**config.mk**
```make
export PLATFORM = sky130hd
export DESIGN_NAME = hss_top
export DESIGN_NICKNAME = d
export VERILOG_FILES = /design/src/hdl/hss_pkg.sv /design/src/hdl/hss_profile_sel.sv /design/src/hdl/hss_top.sv
export VERILOG_INCLUDE_DIRS = /design/src /design/src/hdl
export SDC_FILE = /design/constraint.sdc
export NUM_CORES = 1
export LEC_CHECK = 0
export ABC_AREA = 1
export BUFFER_PORTS_ARGS = -buffer_cell sky130_fd_sc_hd__buf_2
export CELL_PAD_IN_SITES_DETAIL_PLACEMENT = 0
export CELL_PAD_IN_SITES_GLOBAL_PLACEMENT = 2
export CORE_MARGIN = 2
export CORE_UTILIZATION = 29
export DETAILED_ROUTE_END_ITERATION = 8
export GPL_TIMING_DRIVEN = 0
export PLACE_DENSITY_LB_ADDON = 0.05
export SKIP_LAST_GASP = 1
export SLEW_MARGIN = 20
export SYNTH_ARGS = -nofsm -noshare
export SYNTH_HDL_FRONTEND = slang
export SYNTH_HIERARCHICAL = 1
export SYNTH_SLANG_ARGS = --single-unit
```
**constraint.sdc**
```tcl
create_clock -name I_CLK_SYS -period 2.1 [get_ports I_CLK_SYS]
set_clock_uncertainty 0.1 [all_clocks]
set_input_delay 0 -clock I_CLK_SYS [delete_from_list [all_inputs] [get_ports I_CLK_SYS]]
set_output_delay 0 -clock I_CLK_SYS [all_outputs]
set_load 0.02 [all_outputs]
```
**src/hdl/hss_map.svh**
```systemverilog
// Constants for the halt stop selector: object offsets, field positions, thresholds.
// Assumes inclusion by bare name from design files.
`ifndef HSS_MAP_SVH
`define HSS_MAP_SVH
`define HSS_OFS_HALT_SEL 16'h605d
`define HSS_OFS_PROF_DECEL 16'h6084
`define HSS_OFS_QS_DECEL 16'h6085
`define HSS_OFS_TORQ_RAMP 16'h6087
`define HSS_OFS_HOME_ACCEL 16'h609a
`define HSS_OFS_MAX_DECEL 16'h60c6
`define HSS_CW_HALT_BIT 8
`define HSS_HALT_SEL_RST 16'h0001
`define HSS_RATE_RST 32'h0000_0000
`define HSS_STOP_RPM 16'h001e
`endif

```
**src/hdl/hss_pkg.sv**
```systemverilog
// Types for the halt stop selector.
// Assumes hss_map.svh supplies numeric constants.
package hss_pkg;
   typedef enum logic [1:0] {
      HSS_GRP_POSVEL = 2'h0,
      HSS_GRP_HOMING = 2'h1,
      HSS_GRP_TORQUE = 2'h2
   } hss_grp_t;
   typedef enum logic [2:0] {
      HSS_PROF_NONE = 3'h0,
      HSS_PROF_DECEL = 3'h1,
      HSS_PROF_QSTOP = 3'h2,
      HSS_PROF_MAXTQ = 3'h3,
      HSS_PROF_TSLOPE = 3'h4,
      HSS_PROF_ZEROTQ = 3'h5,
      HSS_PROF_HOMACC = 3'h6
   } hss_prof_t;
   typedef enum logic [2:0] {
      HSS_ST_RUN = 3'b001,
      HSS_ST_DECEL = 3'b010,
      HSS_ST_HELD = 3'b100
   } hss_state_t;
endpackage

```
**src/hdl/hss_profile_sel.sv**
```systemverilog
// Maps halt option value and mode group to a stop profile and rate.
// Assumes rate inputs come from the register file.
`timescale 1ns/1ps
`default_nettype none
module hss_profile_sel (
   // Selection
   input wire logic [15:0] i_sel,
   input wire hss_pkg::hss_grp_t i_grp,
   // Rates
   input wire logic [31:0] i_prof_decel,
   input wire logic [31:0] i_qs_decel,
   input wire logic [31:0] i_max_decel,
   input wire logic [31:0] i_torq_ramp,
   input wire logic [31:0] i_home_accel,
   // Result
   output hss_pkg::hss_prof_t o_prof,
   output logic [31:0] o_rate
);
   always_comb begin
      o_prof = hss_pkg::HSS_PROF_NONE;
      o_rate = 32'h0000_0000;
      unique case (i_grp)
         hss_pkg::HSS_GRP_POSVEL: begin
            if (i_sel == 16'h0001) begin
               o_prof = hss_pkg::HSS_PROF_DECEL;
               o_rate = i_prof_decel;
            end else if (i_sel == 16'h0002) begin
               o_prof = hss_pkg::HSS_PROF_QSTOP;
               o_rate = i_qs_decel;
            end else if (i_sel == 16'h0003) begin
               o_prof = hss_pkg::HSS_PROF_MAXTQ;
               o_rate = i_max_decel;
            end
         end
         hss_pkg::HSS_GRP_HOMING: begin
            if (i_sel == 16'h0001) begin
               o_prof = hss_pkg::HSS_PROF_HOMACC;
               o_rate = i_home_accel;
            end else if (i_sel == 16'h0002) begin
               o_prof = hss_pkg::HSS_PROF_QSTOP;
               o_rate = i_qs_decel;
            end else if (i_sel == 16'h0003) begin
               o_prof = hss_pkg::HSS_PROF_MAXTQ;
               o_rate = i_max_decel;
            end
         end
         hss_pkg::HSS_GRP_TORQUE: begin
            if (i_sel == 16'h0001 || i_sel == 16'h0002) begin
               o_prof = hss_pkg::HSS_PROF_TSLOPE;
               o_rate = i_torq_ramp;
            end else if (i_sel == 16'h0003) begin
               o_prof = hss_pkg::HSS_PROF_ZEROTQ;
            end
         end
         default: begin
            o_prof = hss_pkg::HSS_PROF_NONE;
         end
      endcase
   end
endmodule
`default_nettype wire

```
**src/hdl/hss_top.sv**
```systemverilog
// Halt stop selector: watches the halt bit of the drive control word and
// commands the stop profile chosen by the halt option object.
// Assumes speed and control word are synchronous to I_CLK_SYS.
`timescale 1ns/1ps
`default_nettype none
`include "hss_map.svh"
module hss_top (
   // Clock and reset
   input wire logic I_CLK_SYS,
   input wire logic I_RST,
   // Object access
   input wire logic I_OBJ_WE,
   input wire logic [15:0] I_OBJ_IDX,
   input wire logic [31:0] I_OBJ_WDATA,
   output logic [31:0] O_OBJ_RDATA,
   // Drive inputs
   input wire logic [15:0] I_DRIVE_CONTROL_WORD,
   input wire hss_pkg::hss_grp_t I_MODE_GRP,
   input wire logic I_OP_ENABLED,
   input wire logic [15:0] I_ACT_SPEED_RPM,
   // Stop command
   output hss_pkg::hss_prof_t O_STOP_PROF,
   output logic [31:0] O_STOP_RATE,
   output logic O_STOP_ACTIVE,
   output logic O_STOPPED,
   output logic O_HOLD_OP_ENABLED
);
   // ----------------------------------------
   // Registers
   // ----------------------------------------
   logic [15:0] sel_q, sel_d;
   always_comb begin
      sel_d = sel_q;
      if (I_OBJ_WE && I_OBJ_IDX == `HSS_OFS_HALT_SEL) begin
         sel_d = I_OBJ_WDATA[15:0];
      end
   end
   always_ff @(posedge I_CLK_SYS) begin
      if (I_RST) begin
         sel_q <= `HSS_HALT_SEL_RST;
      end else begin
         sel_q <= sel_d;
      end
   end

   // ----------------------------------------
   // Rate objects
   // ----------------------------------------
   logic [31:0] prof_decel_q, prof_decel_d;
   logic [31:0] qs_decel_q, qs_decel_d;
   logic [31:0] max_decel_q, max_decel_d;
   logic [31:0] torq_ramp_q, torq_ramp_d;
   logic [31:0] home_accel_q, home_accel_d;
   always_comb begin
      prof_decel_d = prof_decel_q;
      qs_decel_d = qs_decel_q;
      max_decel_d = max_decel_q;
      torq_ramp_d = torq_ramp_q;
      home_accel_d = home_accel_q;
      if (I_OBJ_WE) begin
         unique case (I_OBJ_IDX)
            `HSS_OFS_PROF_DECEL: prof_decel_d = I_OBJ_WDATA;
            `HSS_OFS_QS_DECEL: qs_decel_d = I_OBJ_WDATA;
            `HSS_OFS_MAX_DECEL: max_decel_d = I_OBJ_WDATA;
            `HSS_OFS_TORQ_RAMP: torq_ramp_d = I_OBJ_WDATA;
            `HSS_OFS_HOME_ACCEL: home_accel_d = I_OBJ_WDATA;
            default: prof_decel_d = prof_decel_q;
         endcase
      end
   end
   always_ff @(posedge I_CLK_SYS) begin
      if (I_RST) begin
         prof_decel_q <= `HSS_RATE_RST;
         qs_decel_q <= `HSS_RATE_RST;
         max_decel_q <= `HSS_RATE_RST;
         torq_ramp_q <= `HSS_RATE_RST;
         home_accel_q <= `HSS_RATE_RST;
      end else begin
         prof_decel_q <= prof_decel_d;
         qs_decel_q <= qs_decel_d;
         max_decel_q <= max_decel_d;
         torq_ramp_q <= torq_ramp_d;
         home_accel_q <= home_accel_d;
      end
   end

   // ----------------------------------------
   // Object read
   // ----------------------------------------
   logic [31:0] rdata_q, rdata_d;
   always_comb begin
      unique case (I_OBJ_IDX)
         `HSS_OFS_HALT_SEL: rdata_d = {16'h0000, sel_q};
         `HSS_OFS_PROF_DECEL: rdata_d = prof_decel_q;
         `HSS_OFS_QS_DECEL: rdata_d = qs_decel_q;
         `HSS_OFS_MAX_DECEL: rdata_d = max_decel_q;
         `HSS_OFS_TORQ_RAMP: rdata_d = torq_ramp_q;
         `HSS_OFS_HOME_ACCEL: rdata_d = home_accel_q;
         default: rdata_d = 32'h0000_0000;
      endcase
   end
   always_ff @(posedge I_CLK_SYS) begin
      if (I_RST) begin
         rdata_q <= 32'h0000_0000;
      end else begin
         rdata_q <= rdata_d;
      end
   end
   assign O_OBJ_RDATA = rdata_q;

   // ----------------------------------------
   // Profile choice
   // ----------------------------------------
   hss_pkg::hss_prof_t sel_prof;
   logic [31:0] sel_rate;
   hss_profile_sel u_sel (
      .i_sel(sel_q),
      .i_grp(I_MODE_GRP),
      .i_prof_decel(prof_decel_q),
      .i_qs_decel(qs_decel_q),
      .i_max_decel(max_decel_q),
      .i_torq_ramp(torq_ramp_q),
      .i_home_accel(home_accel_q),
      .o_prof(sel_prof),
      .o_rate(sel_rate)
   );

   // ----------------------------------------
   // Halt sequence
   // ----------------------------------------
   hss_pkg::hss_state_t st_q, st_d;
   logic halt_q, halt_d;
   hss_pkg::hss_prof_t prof_q, prof_d;
   logic [31:0] rate_q, rate_d;
   logic halt_bit;
   logic slow;
   assign halt_bit = I_DRIVE_CONTROL_WORD[`HSS_CW_HALT_BIT];
   assign slow = (I_ACT_SPEED_RPM <= `HSS_STOP_RPM);

   // ----------------------------------------
   // Halt edge
   // ----------------------------------------
   // Reset level 0 matches the idle halt bit
   always_comb begin
      halt_d = halt_bit;
   end
   always_ff @(posedge I_CLK_SYS) begin
      if (I_RST) begin
         halt_q <= 1'b0;
      end else begin
         halt_q <= halt_d;
      end
   end

   // ----------------------------------------
   // Stop state
   // ----------------------------------------
   // Rate latched at halt start; later writes wait for the next halt
   always_comb begin
      st_d = st_q;
      prof_d = prof_q;
      rate_d = rate_q;
      unique case (st_q)
         hss_pkg::HSS_ST_RUN: begin
            if (halt_bit && !halt_q && I_OP_ENABLED && sel_prof != hss_pkg::HSS_PROF_NONE) begin
               st_d = hss_pkg::HSS_ST_DECEL;
               prof_d = sel_prof;
               rate_d = sel_rate;
            end
         end
         hss_pkg::HSS_ST_DECEL: begin
            if (!halt_bit || !I_OP_ENABLED) begin
               st_d = hss_pkg::HSS_ST_RUN;
               prof_d = hss_pkg::HSS_PROF_NONE;
            end else if (slow) begin
               st_d = hss_pkg::HSS_ST_HELD;
            end
         end
         hss_pkg::HSS_ST_HELD: begin
            if (!halt_bit || !I_OP_ENABLED) begin
               st_d = hss_pkg::HSS_ST_RUN;
               prof_d = hss_pkg::HSS_PROF_NONE;
            end
         end
         default: begin
            st_d = hss_pkg::HSS_ST_RUN;
            prof_d = hss_pkg::HSS_PROF_NONE;
         end
      endcase
   end
   always_ff @(posedge I_CLK_SYS) begin
      if (I_RST) begin
         st_q <= hss_pkg::HSS_ST_RUN;
         prof_q <= hss_pkg::HSS_PROF_NONE;
         rate_q <= 32'h0000_0000;
      end else begin
         st_q <= st_d;
         prof_q <= prof_d;
         rate_q <= rate_d;
      end
   end

   // ----------------------------------------
   // Outputs
   // ----------------------------------------
   assign O_STOP_PROF = prof_q;
   assign O_STOP_RATE = rate_q;
   assign O_STOP_ACTIVE = (st_q == hss_pkg::HSS_ST_DECEL);
   assign O_STOPPED = (st_q == hss_pkg::HSS_ST_HELD);
   assign O_HOLD_OP_ENABLED = (st_q != hss_pkg::HSS_ST_RUN);
endmodule
`default_nettype wire
```
==> key figures, run 1 <==
Outcome
  – Status: complete, but fails checks
  – Violated checks: setup timing

Routing
  – Total wire length: 68.4 mm
  – DR vias/cell: 5.29
  – Vias: 14492
  – Remaining antenna violation count after routing: 0
  – DR iter-0 viols: 1282
  – DR pass1 iterations: 5
  – WL/cell: 25.0 um
  – Residual DRC: 0

Synth
  – Netlist cell types: 25
  – Syn Area/Cell: 6.48 um^2
  – Synth Flop Type: dfxtp_1
  – #FFs+latches synth: 247
  – Synth Instances: 1926
  – Synth Net Count: 2012
  – Sequential share of the synthesized area: 39.6%
  – Cell area after synthesis: 0.0125 mm^2
  – Largest cells by area after synthesis: dfxtp_1, nand2_1, nand3_1
  – Share of the synthesized area in the top cell type: 39.6%
  – Ys Warns: 6
  – Synth area leader: dfxtp_1
  – Post-synth EDFFs: 0
  – Post-synth ARST share: 0%

STA
  – TNS Setup: -7250 ps
  – Worst-Margin Slew: 1190 ps
  – Final setup violation count: 38
  – Hold slack: 46.2 ps
  – Period utilization: 112%
  – Unrepaired setup endpoints after global routing: true
  – Hold Fails Final Rpt: 0
  – Setup ws final: -262 ps
  – Max-slew headroom: 20.9%
  – F_max: 0.423 GHz
  – Crit path time final: 2360 ps
  – Slew Viols, Final: 0

Layout
  – N_diodes: 0
  – Nets: 2253
  – Fill cells: 4697
  – Post-route insts no fill: 2738
  – Area delta synth->final: 30.2%
  – Share of cells above drive strength 1: 18.2%

Job
  – Max_cap viols: 0

Floorplanning
  – Floorplan core area: 0.0428 mm^2
  – I/O pin count: 156
  – DIE HEIGHT: 211 um
  – Site Rows: 76
  – Overall die width: 211 um
  – Die ar.: 0.0447 mm^2
  – Initial Util: 29.2%

Placed design
  – Detailed placement HPWL: 47.4 mm
  – Placed insts: 2612
  – I/O Buffers: 140
  – GP Congestion: 0.884

Power
  – Leakage: 6.97 nW
  – Pwr Density: 747 mW/mm^2
  – Max VDD drop: 0.449 mV

Critical path
  – Slowest cell on crit path: dfxtp_2
  – Crit path top cell by count: nand2_1
  – Critical Path Sink Type: flop
  – CP startpoint kind: flop
  – Critical path's largest stage delay: 330 ps
  – Setup Crit Path Kind: flop to flop
  – CP Cell Sequence: nor2_2 -> nand2_2 -> nor2_4 -> buf_12 -> buf_8 -> buf_4 -> clkbuf_4 -> nand3_1 -> nand2_1 -> nand2_1 -> nand2_1 -> nand2_1 -> nor2_4 -> nor2_1
  – Worst Path Buf+Inv: 4
  – Required time of the critical path: 2430 ps
  – CP Max Fanout: 10
  – CP arrival: 2690 ps
  – Reg-to-reg slack, setup: -260 ps
  – CP delay by family, top: simple AND/OR/NAND/NOR gates

Clocking
  – Clock sink count: 247
  – Root buffer cell: clkbuf_16
  – Clk_lat worst skew: 550 ps
  – Clock transition at path regs: 60 ps
  – TritonCTS clock tree: yes
  – Max Buffers Root-to-Sink: 3
  – CTS buffer count: 34
  – H-tree depth: 2

Global routing
  – Gr ovfl total: 0
  – Number of antenna violations at the first check in global routing: 0
  – Vias in the first global route: 13346
  – GRT Total Usage: 30.3%
  – Pin count of the biggest net entering global routing: 13
  – First-pass GRT wire length: 95.9 mm

Worst hold path
  – HP Class: primary input to flop
[cell type report]
class / count / area [um^2] / share of cell area, %
Multi-Input combinational cell: 1394 / 6580 / 40.5
Sequential cell: 247 / 4960 / 30.5
Timing Repair Buffer: 206 / 1380 / 8.49
Clock buffer: 52 / 1040 / 6.42
Buffer: 145 / 872 / 5.37
Tap cell: 546 / 683 / 4.21
Inverter: 139 / 536 / 3.30
Clock inverter: 9 / 198 / 1.22
[stage by stage]
| step | area, um^2 | power, mW | worst slack [ps] | util [%] |
|---|---|---|---|---|
| after global placement | 13900 | 5.56 | -850 | 32.5 |
| after detailed placement | 13900 | 5.56 | -818 | 32.5 |
| after CTS | 16100 | 12.2 | -229 | 37.6 |
| final | 16200 | 12.1 | -262 | 38.0 |
| after floorplan | 12500 | 5.18 | 23.6 | - |
| after global routing | 16200 | 12.5 | -327 | 38.0 |
[logic make-up after synthesis]
kind of cell	count (synthesis)	synth area share, %
flops	247	39.6
compound gates	259	10.5
buf+inv	285	9.99
simple gates	1135	39.9
[registers in the layout, summed over array words and instances, names as in the netlist]
name and cells:
qs_decel_q 32, prof_decel_q 32, torq_ramp_q 32, max_decel_q 32, O_STOP_RATE 32, O_STOP_PROF 3, halt_q 1, sel_q 16
st_q 3, O_OBJ_RDATA 32, home_accel_q 32
[Yosys cell counts (10+ instances only)]
master / instances
a21oi_1: 141
buf_2: 48
buf_4: 17
clkbuf_1: 71
dfxtp_1: 247
inv_1: 127
inv_2: 10
nand2_1: 471
nand3_1: 310
nand4_1: 70
nor2_1: 227
nor3_1: 34
o21ai_0: 72
o21ai_1: 44
[placed cells by master (no fill, tap or decap), types with 8 or more instances in the layout]
cell	instances
nor2_4	31
a21oi_1	139
inv_2	14
nor3_1	34
nand3_1	307
dfxtp_2	12
nand2_1	464
buf_4	30
dfxtp_1	235
clkbuf_16	41
nor2_1	188
clkbuf_8	8
dlygate4sd3_1	42
o21ai_0	47
clkbuf_1	73
inv_1	122
buf_6	11
buf_2	182
nor2_2	23
nand4_1	70
o21ai_1	66
[what timing repair did]
item,CTS,global route
hold buffers,42,0
pin swaps,17,13
setup endpoints to repair,38,38
cloned,3,1
buffers inserted,18,3
endpoints found under the hold margin,184,0
resized for setup,113,54
[routing by layer]
metal	up-vias	share of wire, %	track usage (%)
met2	667	43	45.7
met3	113	8.7	6.32
met5	-	0	0
met1	6911	45	42.8
met4	0	3.1	9.93
li1	6801	-	-
[where the power goes]
group          internal, mW  total, mW  switching (mW)  leakage (nW)
Sequential             4.74       4.76          0.0240          2.00
Combinational         0.270      0.863           0.593          4.37
Clock                  4.16       6.51            2.35         0.602
[worst register-to-register path: stages (launching register included)]
cell and delay, ps:
dfxtp_2 330, nor2_2 110, nand2_2 90, nor2_4 140, buf_12 150, buf_8 130, buf_4 120, clkbuf_4 280
nand3_1 120, nand2_1 70, nand2_1 80, nand2_1 60, nand2_1 230, nor2_4 190, nor2_1 50
[path summary, 6_finish.rpt]
path | from | cells after the start | end
worst min-delay path | I_OBJ_IDX[15] | 7 | home_accel_q[31]$_SDFFE_PP0P_
worst min register to register | qs_decel_q[2]$_SDFFE_PP0P_ | 2 | qs_decel_q[2]$_SDFFE_PP0P_
worst max register to register | sel_q[8]$_SDFFE_PP0P_ | 14 | O_STOP_RATE[12]$_SDFFE_PP0P_
worst max-delay path | sel_q[8]$_SDFFE_PP0P_ | 14 | O_STOP_RATE[12]$_SDFFE_PP0P_
Note: power is estimated with default switching activity, not from simulation.
==> run 2, diff against run 1 <==
--- a/config.mk
+++ b/config.mk
@@ -6,12 +6,11 @@
 export SDC_FILE = /design/constraint.sdc
 export NUM_CORES = 1
 export LEC_CHECK = 0
-export ABC_AREA = 1
 export BUFFER_PORTS_ARGS = -buffer_cell sky130_fd_sc_hd__buf_2
 export CELL_PAD_IN_SITES_DETAIL_PLACEMENT = 0
 export CELL_PAD_IN_SITES_GLOBAL_PLACEMENT = 2
 export CORE_MARGIN = 2
-export CORE_UTILIZATION = 29
+export CORE_UTILIZATION = 30
 export DETAILED_ROUTE_END_ITERATION = 8
 export GPL_TIMING_DRIVEN = 0
 export PLACE_DENSITY_LB_ADDON = 0.05
==> run 2 against run 1 <==
Effect of this change: the run still ends with setup timing left; design area is 9.7% lower; synthesized cell count shrank 24%; global-route usage shrank 4.3 points; setup slack got worse by 68 ps; core utilization grew 1.1 points; fmax decreased by 2.8%; largest power group unchanged; power fell by 5.4%.
==> key figures, run 2 <==
Job
  – Max_cap viols: 0

Synth
  – Synth Flop Type: dfxtp_1
  – Largest cells by area after synthesis: dfxtp_1, nand2_1, a21oi_1
  – Ys Warns: 6
  – Simple-gate share of the synthesized area: 23.7%
  – Post-synthesis compound-gate area fraction: 21.6%
  – Share of the synthesized area in the top cell type: 43.3%
  – Post-synth EDFFs: 0
  – Post-synth ARST share: 0%
  – Synth Area in XOR/XNOR: 0.0768%
  – Syn Area/Cell: 7.75 um^2
  – Synth Net Count: 1559
  – Synth Instances: 1473
  – Cell area after synthesis: 0.0114 mm^2
  – Synth area leader: dfxtp_1
  – Top cells by count, synth: nand2_1, a21oi_1, dfxtp_1
  – Top-count cell post-synth: nand2_1
  – Main combinational cell family by area after synthesis: simple AND/OR/NAND/NOR gates
  – Netlist cell types: 57
  – Sequential share of the synthesized area: 43.3%
  – Post-Synth Adder-Cell Area: 0%
  – #FFs+latches synth: 247
  – Mux share of post-synthesis cell area: 5.83%

Placed design
  – GP Congestion: 0.815
  – Placed Area: 0.0128 mm^2
  – Detailed placement HPWL: 35.7 mm
  – I/O Buffers: 136
  – Setup WS pre-CTS: -1320 ps
  – Placed insts: 2120

STA
  – Final setup violation count: 37
  – Hold slack: 26.1 ps
  – F_max: 0.412 GHz
  – Crit path time final: 2430 ps
  – Unrepaired setup endpoints after global routing: true
  – Slew Viols, Final: 0
  – Worst-Margin Slew: 1000 ps
  – TNS Setup: -10850 ps
  – Period utilization: 116%
  – Max-slew headroom: 33.2%
  – Setup ws final: -329 ps
  – Hold Fails Final Rpt: 0

Global routing
  – First-pass GRT wire length: 74.8 mm
  – Number of antenna violations at the first check in global routing: 1
  – Gr ovfl total: 0
  – GRT Total Usage: 25.9%
  – Pin count of the biggest net entering global routing: 15
  – Vias in the first global route: 11372

Clocking
  – Root buffer cell: clkbuf_16
  – Clock sink count: 247
  – Clock transition at path regs: 60 ps
  – TritonCTS clock tree: yes
  – Clk_lat worst skew: 570 ps
  – H-tree depth: 1
  – Max Buffers Root-to-Sink: 3
  – CTS buffer count: 30

Critical path
  – CP startpoint kind: flop
  – Slowest cell on crit path: or4_4
  – Setup Crit Path Kind: flop to flop
  – Required time of the critical path: 2410 ps
  – CP Max Fanout: 10
  – Worst Path Buf+Inv: 2
  – CP Cell Sequence: nor4_4 -> nand4_4 -> nor3_4 -> nor3_4 -> or4_4 -> buf_12 -> buf_12 -> nand2_1 -> a21oi_1
  – CP arrival: 2740 ps
  – CP delay by family, top: simple AND/OR/NAND/NOR gates
  – Critical path's largest stage delay: 440 ps
  – Critical Path Sink Type: flop

Floorplanning
  – I/O pin count: 156
  – Overall die width: 199 um
  – DIE HEIGHT: 199 um
  – Floorplan core area: 0.0376 mm^2
  – Site Rows: 71
  – Initial Util: 30.4%
  – Die ar.: 0.0396 mm^2

Routing
  – DR pass1 iterations: 6
  – Remaining antenna violation count after routing: 0
  – DR iter-0 viols: 681
  – Vias: 11512
  – DR vias/cell: 5.14
  – Total wire length: 51.4 mm
  – WL/cell: 23.0 um
  – Residual DRC: 0

Layout
  – Nets: 1792
  – Post-route insts no fill: 2239
  – Cell area after layout: 0.0147 mm^2
  – Highest-count cells in the layout ignoring fill and taps: nand2_1, a21oi_1, dfxtp_1, buf_2, nor2_1
  – Most common cell after layout, fill and taps aside: nand2_1
  – Area delta synth->final: 28.5%
  – N_diodes: 0
  – Final Util: 39.0%
  – Fill cells: 4003
  – Share of cells above drive strength 1: 19.7%

Power
  – Total power: 11.5 mW
  – Leakage: 5.71 nW
  – Max VDD drop: 0.612 mV
  – Pwr Density: 783 mW/mm^2

Outcome
  – Violated checks: setup timing
  – Status: complete, but fails checks

Worst hold path
  – HP Class: primary input to flop
[run 2: cell count changes after synthesis, moves of 31 or more]
cell,delta
nor2_1,-122
a22oi_1,+31
o21ai_1,-44
inv_1,-125
nand3_1,-303
nand4_1,-64
o21ai_0,-67
a21oi_1,+134
mux2i_1,+44
[run 2: tightest hold or removal path: cells and delay by family]
kind	cells	cell delay [ps]
buf+inv	1	100
compound gates	2	260
simple gates	3	270
[run 2: final timing paths]
path | startpoint | end | slack, ps | cells after the start
hold reg to reg | O_STOP_RATE[7]$_SDFFE_PP0P_ | O_STOP_RATE[7]$_SDFFE_PP0P_ | 350 | 2
setup reg to reg | sel_q[4]$_SDFFE_PP0P_ | O_STOP_RATE[30]$_SDFFE_PP0P_ | -330 | 9
setup / recovery | sel_q[4]$_SDFFE_PP0P_ | O_STOP_RATE[30]$_SDFFE_PP0P_ | -330 | 9
hold / removal | I_OBJ_IDX[11] | O_OBJ_RDATA[1]$_SDFF_PP0_ | 30 | 6
[run 2: power by group]
part,internal (mW),leakage (nW),switching (mW)
Clock,3.78,0.545,2.16
Combinational,0.286,3.17,0.529
Sequential,4.70,1.99,0.0163
[run 2: per-layer routing]
layer / part of all wire, % / wire length, um / GRT usage [%] / up-vias
met5: 0 / 0 / 0 / -
met4: 2.4 / 1250 / 6.83 / 0
met3: 5.3 / 2740 / 3.88 / 82
met2: 49 / 25000 / 44.9 / 328
met1: 44 / 22500 / 33.6 / 5547
li1: - / - / - / 5555
[run 2: cell families (layout without fill, tap and decap cells)]
family / count (synthesis) / after routing
simple gates: 633 / 633
compound gates: 401 / 401
flops: 247 / 247
buf+inv: 127 / 382
mux: 64 / 64
xor+xnor: 1 / 1
[run 2: what timing repair did]
item                       CTS  global route
hold buffers                47             0
gates resized for setup     31            13
setup buffers               10             8
pin swaps                    8            13
hold endpoints to repair   183             0
setup endpoints to repair   37            66
[run 2: layout make-up]
type                    count  area (um^2)  share of cell area [%]
multi-input cells        1099         5920                    40.4
well taps                 511          639                    4.36
clock buffers              43          891                    6.08
clock inverters            11          235                    1.60
flip-flops and latches    247         4950                    33.8
inverters                   2         7.51                  0.0512
plain buffers             125          731                    4.98
repair buffers            201         1290                    8.77
==> run 3, diff against run 2 <==
--- a/config.mk
+++ b/config.mk
@@ -7,8 +7,8 @@
 export NUM_CORES = 1
 export LEC_CHECK = 0
 export BUFFER_PORTS_ARGS = -buffer_cell sky130_fd_sc_hd__buf_2
-export CELL_PAD_IN_SITES_DETAIL_PLACEMENT = 0
-export CELL_PAD_IN_SITES_GLOBAL_PLACEMENT = 2
+export CELL_PAD_IN_SITES_DETAIL_PLACEMENT = 1
+export CELL_PAD_IN_SITES_GLOBAL_PLACEMENT = 1
 export CORE_MARGIN = 2
 export CORE_UTILIZATION = 30
 export DETAILED_ROUTE_END_ITERATION = 8
==> run 3 against run 2 <==
Effect of this change: the flow still finishes with violations (setup timing); routed wire length grew 2.9%; first-iteration DRC count shrank 19%; non-clock buffer count shrank 2; fmax shrank 2.1%; power shrank 6.6%; largest cell class unchanged; highest routed layer unchanged.
==> key figures, run 3 (synthesized netlist as in run 2, its figures left out) <==
Layout
  – Cell area after layout: 0.0145 mm^2
  – Fill cells: 4599
  – Highest-count cells in the layout ignoring fill and taps: nand2_1, a21oi_1, dfxtp_1, buf_2, nor2_1
  – Share of cells above drive strength 1: 19.8%
  – N_diodes: 0
  – Nets: 1790
  – Post-route insts no fill: 2238
  – Most common cell after layout, fill and taps aside: nand2_1
  – Final Util: 38.5%
  – Area delta synth->final: 26.9%

Global routing
  – Gr ovfl total: 0
  – Number of antenna violations at the first check in global routing: 0
  – Vias in the first global route: 11873
  – Pin count of the biggest net entering global routing: 15
  – GRT Total Usage: 26.6%
  – First-pass GRT wire length: 77.4 mm

Floorplanning
  – Die ar.: 0.0396 mm^2
  – Overall die width: 199 um
  – I/O pin count: 156
  – Initial Util: 30.4%
  – DIE HEIGHT: 199 um
  – Floorplan core area: 0.0376 mm^2
  – Site Rows: 71

Outcome
  – Status: complete, but fails checks
  – Violated checks: setup timing

Clocking
  – Clock transition at path regs: 60 ps
  – H-tree depth: 1
  – Max Buffers Root-to-Sink: 3
  – Clock sink count: 247
  – Root buffer cell: clkbuf_16
  – CTS buffer count: 30
  – TritonCTS clock tree: yes
  – Clk_lat worst skew: 590 ps

STA
  – Max-slew headroom: 33.4%
  – Final setup violation count: 37
  – Crit path time final: 2480 ps
  – Unrepaired setup endpoints after global routing: true
  – Slew Viols, Final: 0
  – Hold slack: 20.2 ps
  – Worst-Margin Slew: 999 ps
  – F_max: 0.403 GHz
  – Hold Fails Final Rpt: 0
  – Period utilization: 118%
  – Setup ws final: -382 ps

Critical path
  – Required time of the critical path: 2410 ps
  – Crit path capture: O_STOP_RATE[29]$_SDFFE_PP0P_
  – Reg2reg path depth: 9
  – Worst flop-to-flop path startpoint: sel_q[6]$_SDFFE_PP0P_
  – CP Cell Sequence: nor4_4 -> nand4_4 -> nor3_4 -> nor3_4 -> or4_4 -> buf_8 -> buf_12 -> nand2_1 -> a21oi_1
  – Slowest cell on crit path: or4_4
  – Reg-to-reg slack, setup: -380 ps
  – Setup crit start: sel_q[6]$_SDFFE_PP0P_
  – FF-to-FF End: O_STOP_RATE[29]$_SDFFE_PP0P_
  – Crit path top cell by count: nor3_4
  – CP arrival: 2800 ps
  – CP Max Fanout: 10
  – CP startpoint kind: flop
  – Setup Crit Path Kind: flop to flop
  – Critical path's largest stage delay: 430 ps
  – Critical Path Sink Type: flop

Placed design
  – GP Congestion: 0.828
  – Setup WS pre-CTS: -1080 ps
  – Placed Area: 0.0128 mm^2
  – Detailed placement HPWL: 36.6 mm
  – Placed insts: 2120
  – I/O Buffers: 136

Routing
  – Vias: 11778
  – Residual DRC: 0
  – Remaining antenna violation count after routing: 0
  – DR pass1 iterations: 5
  – Total wire length: 52.9 mm
  – WL/cell: 23.6 um
  – DR vias/cell: 5.26
  – DR iter-0 viols: 551

Power
  – Leakage: 5.63 nW
  – Max VDD drop: 0.562 mV
  – Pwr Density: 740 mW/mm^2

Worst hold path
  – HP Class: primary input to flop

Job
  – Max_cap viols: 0
==> run 3: cell count changes in the layout (fill, tap and decap cells not counted), moves of 2 or more <==
cell and change:
buf_12 -2, buf_6 +5, clkinvlp_4 -2, clkinv_2 +6
dlygate4sd3_1 -2, clkbuf_8 +3, buf_4 -4, bufinv_16 -7
buf_2 +2
==> run 3: per-stage QoR <==
| stage | TNS (ps) | power, mW |
|---|---|---|
| finish | -11890 | 10.7 |
| global route | -15150 | 11.1 |
| CTS | -12130 | 10.8 |
| detailed placement | -62190 | 5.50 |
| global placement | -71680 | 5.49 |
| floorplan | -1630 | 5.13 |
==> run 3: timing repair <==
action,CTS,global route
endpoints found under the hold margin,182,0
gates cloned,0,0
gates resized for setup,27,15
setup endpoints to repair,37,44
pin swaps,9,9
hold buffers,45,0
buffers inserted,12,6
==> run 3: cell type report <==
type | instances | area (um^2) | share of cell area, %
Buffer | 125 | 713 | 4.92
Tap cell | 511 | 639 | 4.41
Inverter | 2 | 7.51 | 0.0518
Sequential cell | 247 | 4950 | 34.2
Multi-Input combinational cell | 1099 | 5920 | 40.9
Clock inverter | 8 | 40.0 | 0.276
Timing Repair Buffer | 199 | 1270 | 8.79
Clock buffer | 47 | 936 | 6.46
==> run 3: routing by layer <==
| layer | up-vias | part of all wire [%] | track usage, % |
|---|---|---|---|
| met5 | - | 0 | 0 |
| met4 | 0 | 3.0 | 7.46 |
| met3 | 88 | 4.0 | 2.98 |
| met2 | 309 | 49 | 46.7 |
| met1 | 5820 | 44 | 34.3 |
| li1 | 5561 | - | - |
==> run 3: how the worst min path moves through the flow <==
| stage | from | to | depth (start not counted) |
|---|---|---|---|
| 2_1_floorplan | I_OBJ_WDATA[0] | sel_q[0]$_SDFFE_PP1P_ | 2 |
| 3_3_place_gp | I_DRIVE_CONTROL_WORD[8] | halt_q$_SDFF_PP0_ | 2 |
| 3_5_place_dp | I_DRIVE_CONTROL_WORD[8] | halt_q$_SDFF_PP0_ | 2 |
| 4_1_cts | I_OBJ_IDX[6] | home_accel_q[31]$_SDFFE_PP0P_ | 5 |
| 5_1_grt | I_OBJ_IDX[12] | O_OBJ_RDATA[31]$_SDFF_PP0_ | 5 |
| 6_report | I_OBJ_WE | prof_decel_q[0]$_SDFFE_PP0P_ | 4 |
==> run 3: power breakdown <==
| part | switching (mW) | internal (mW) |
|---|---|---|
| combinational | 0.536 | 0.285 |
| clock | 2.15 | 3.03 |
| sequential | 0.0165 | 4.70 |
| total | 2.70 | 8.01 |
==> run 3: critical path: cells and delay by family (launching register included) <==
kind                   cells  cell delay [ps]
AO/OA/AOI/OAI              1               60
AND/OR/NAND/NOR            6             1460
buffers and inverters      2              320
flip-flops                 1              340
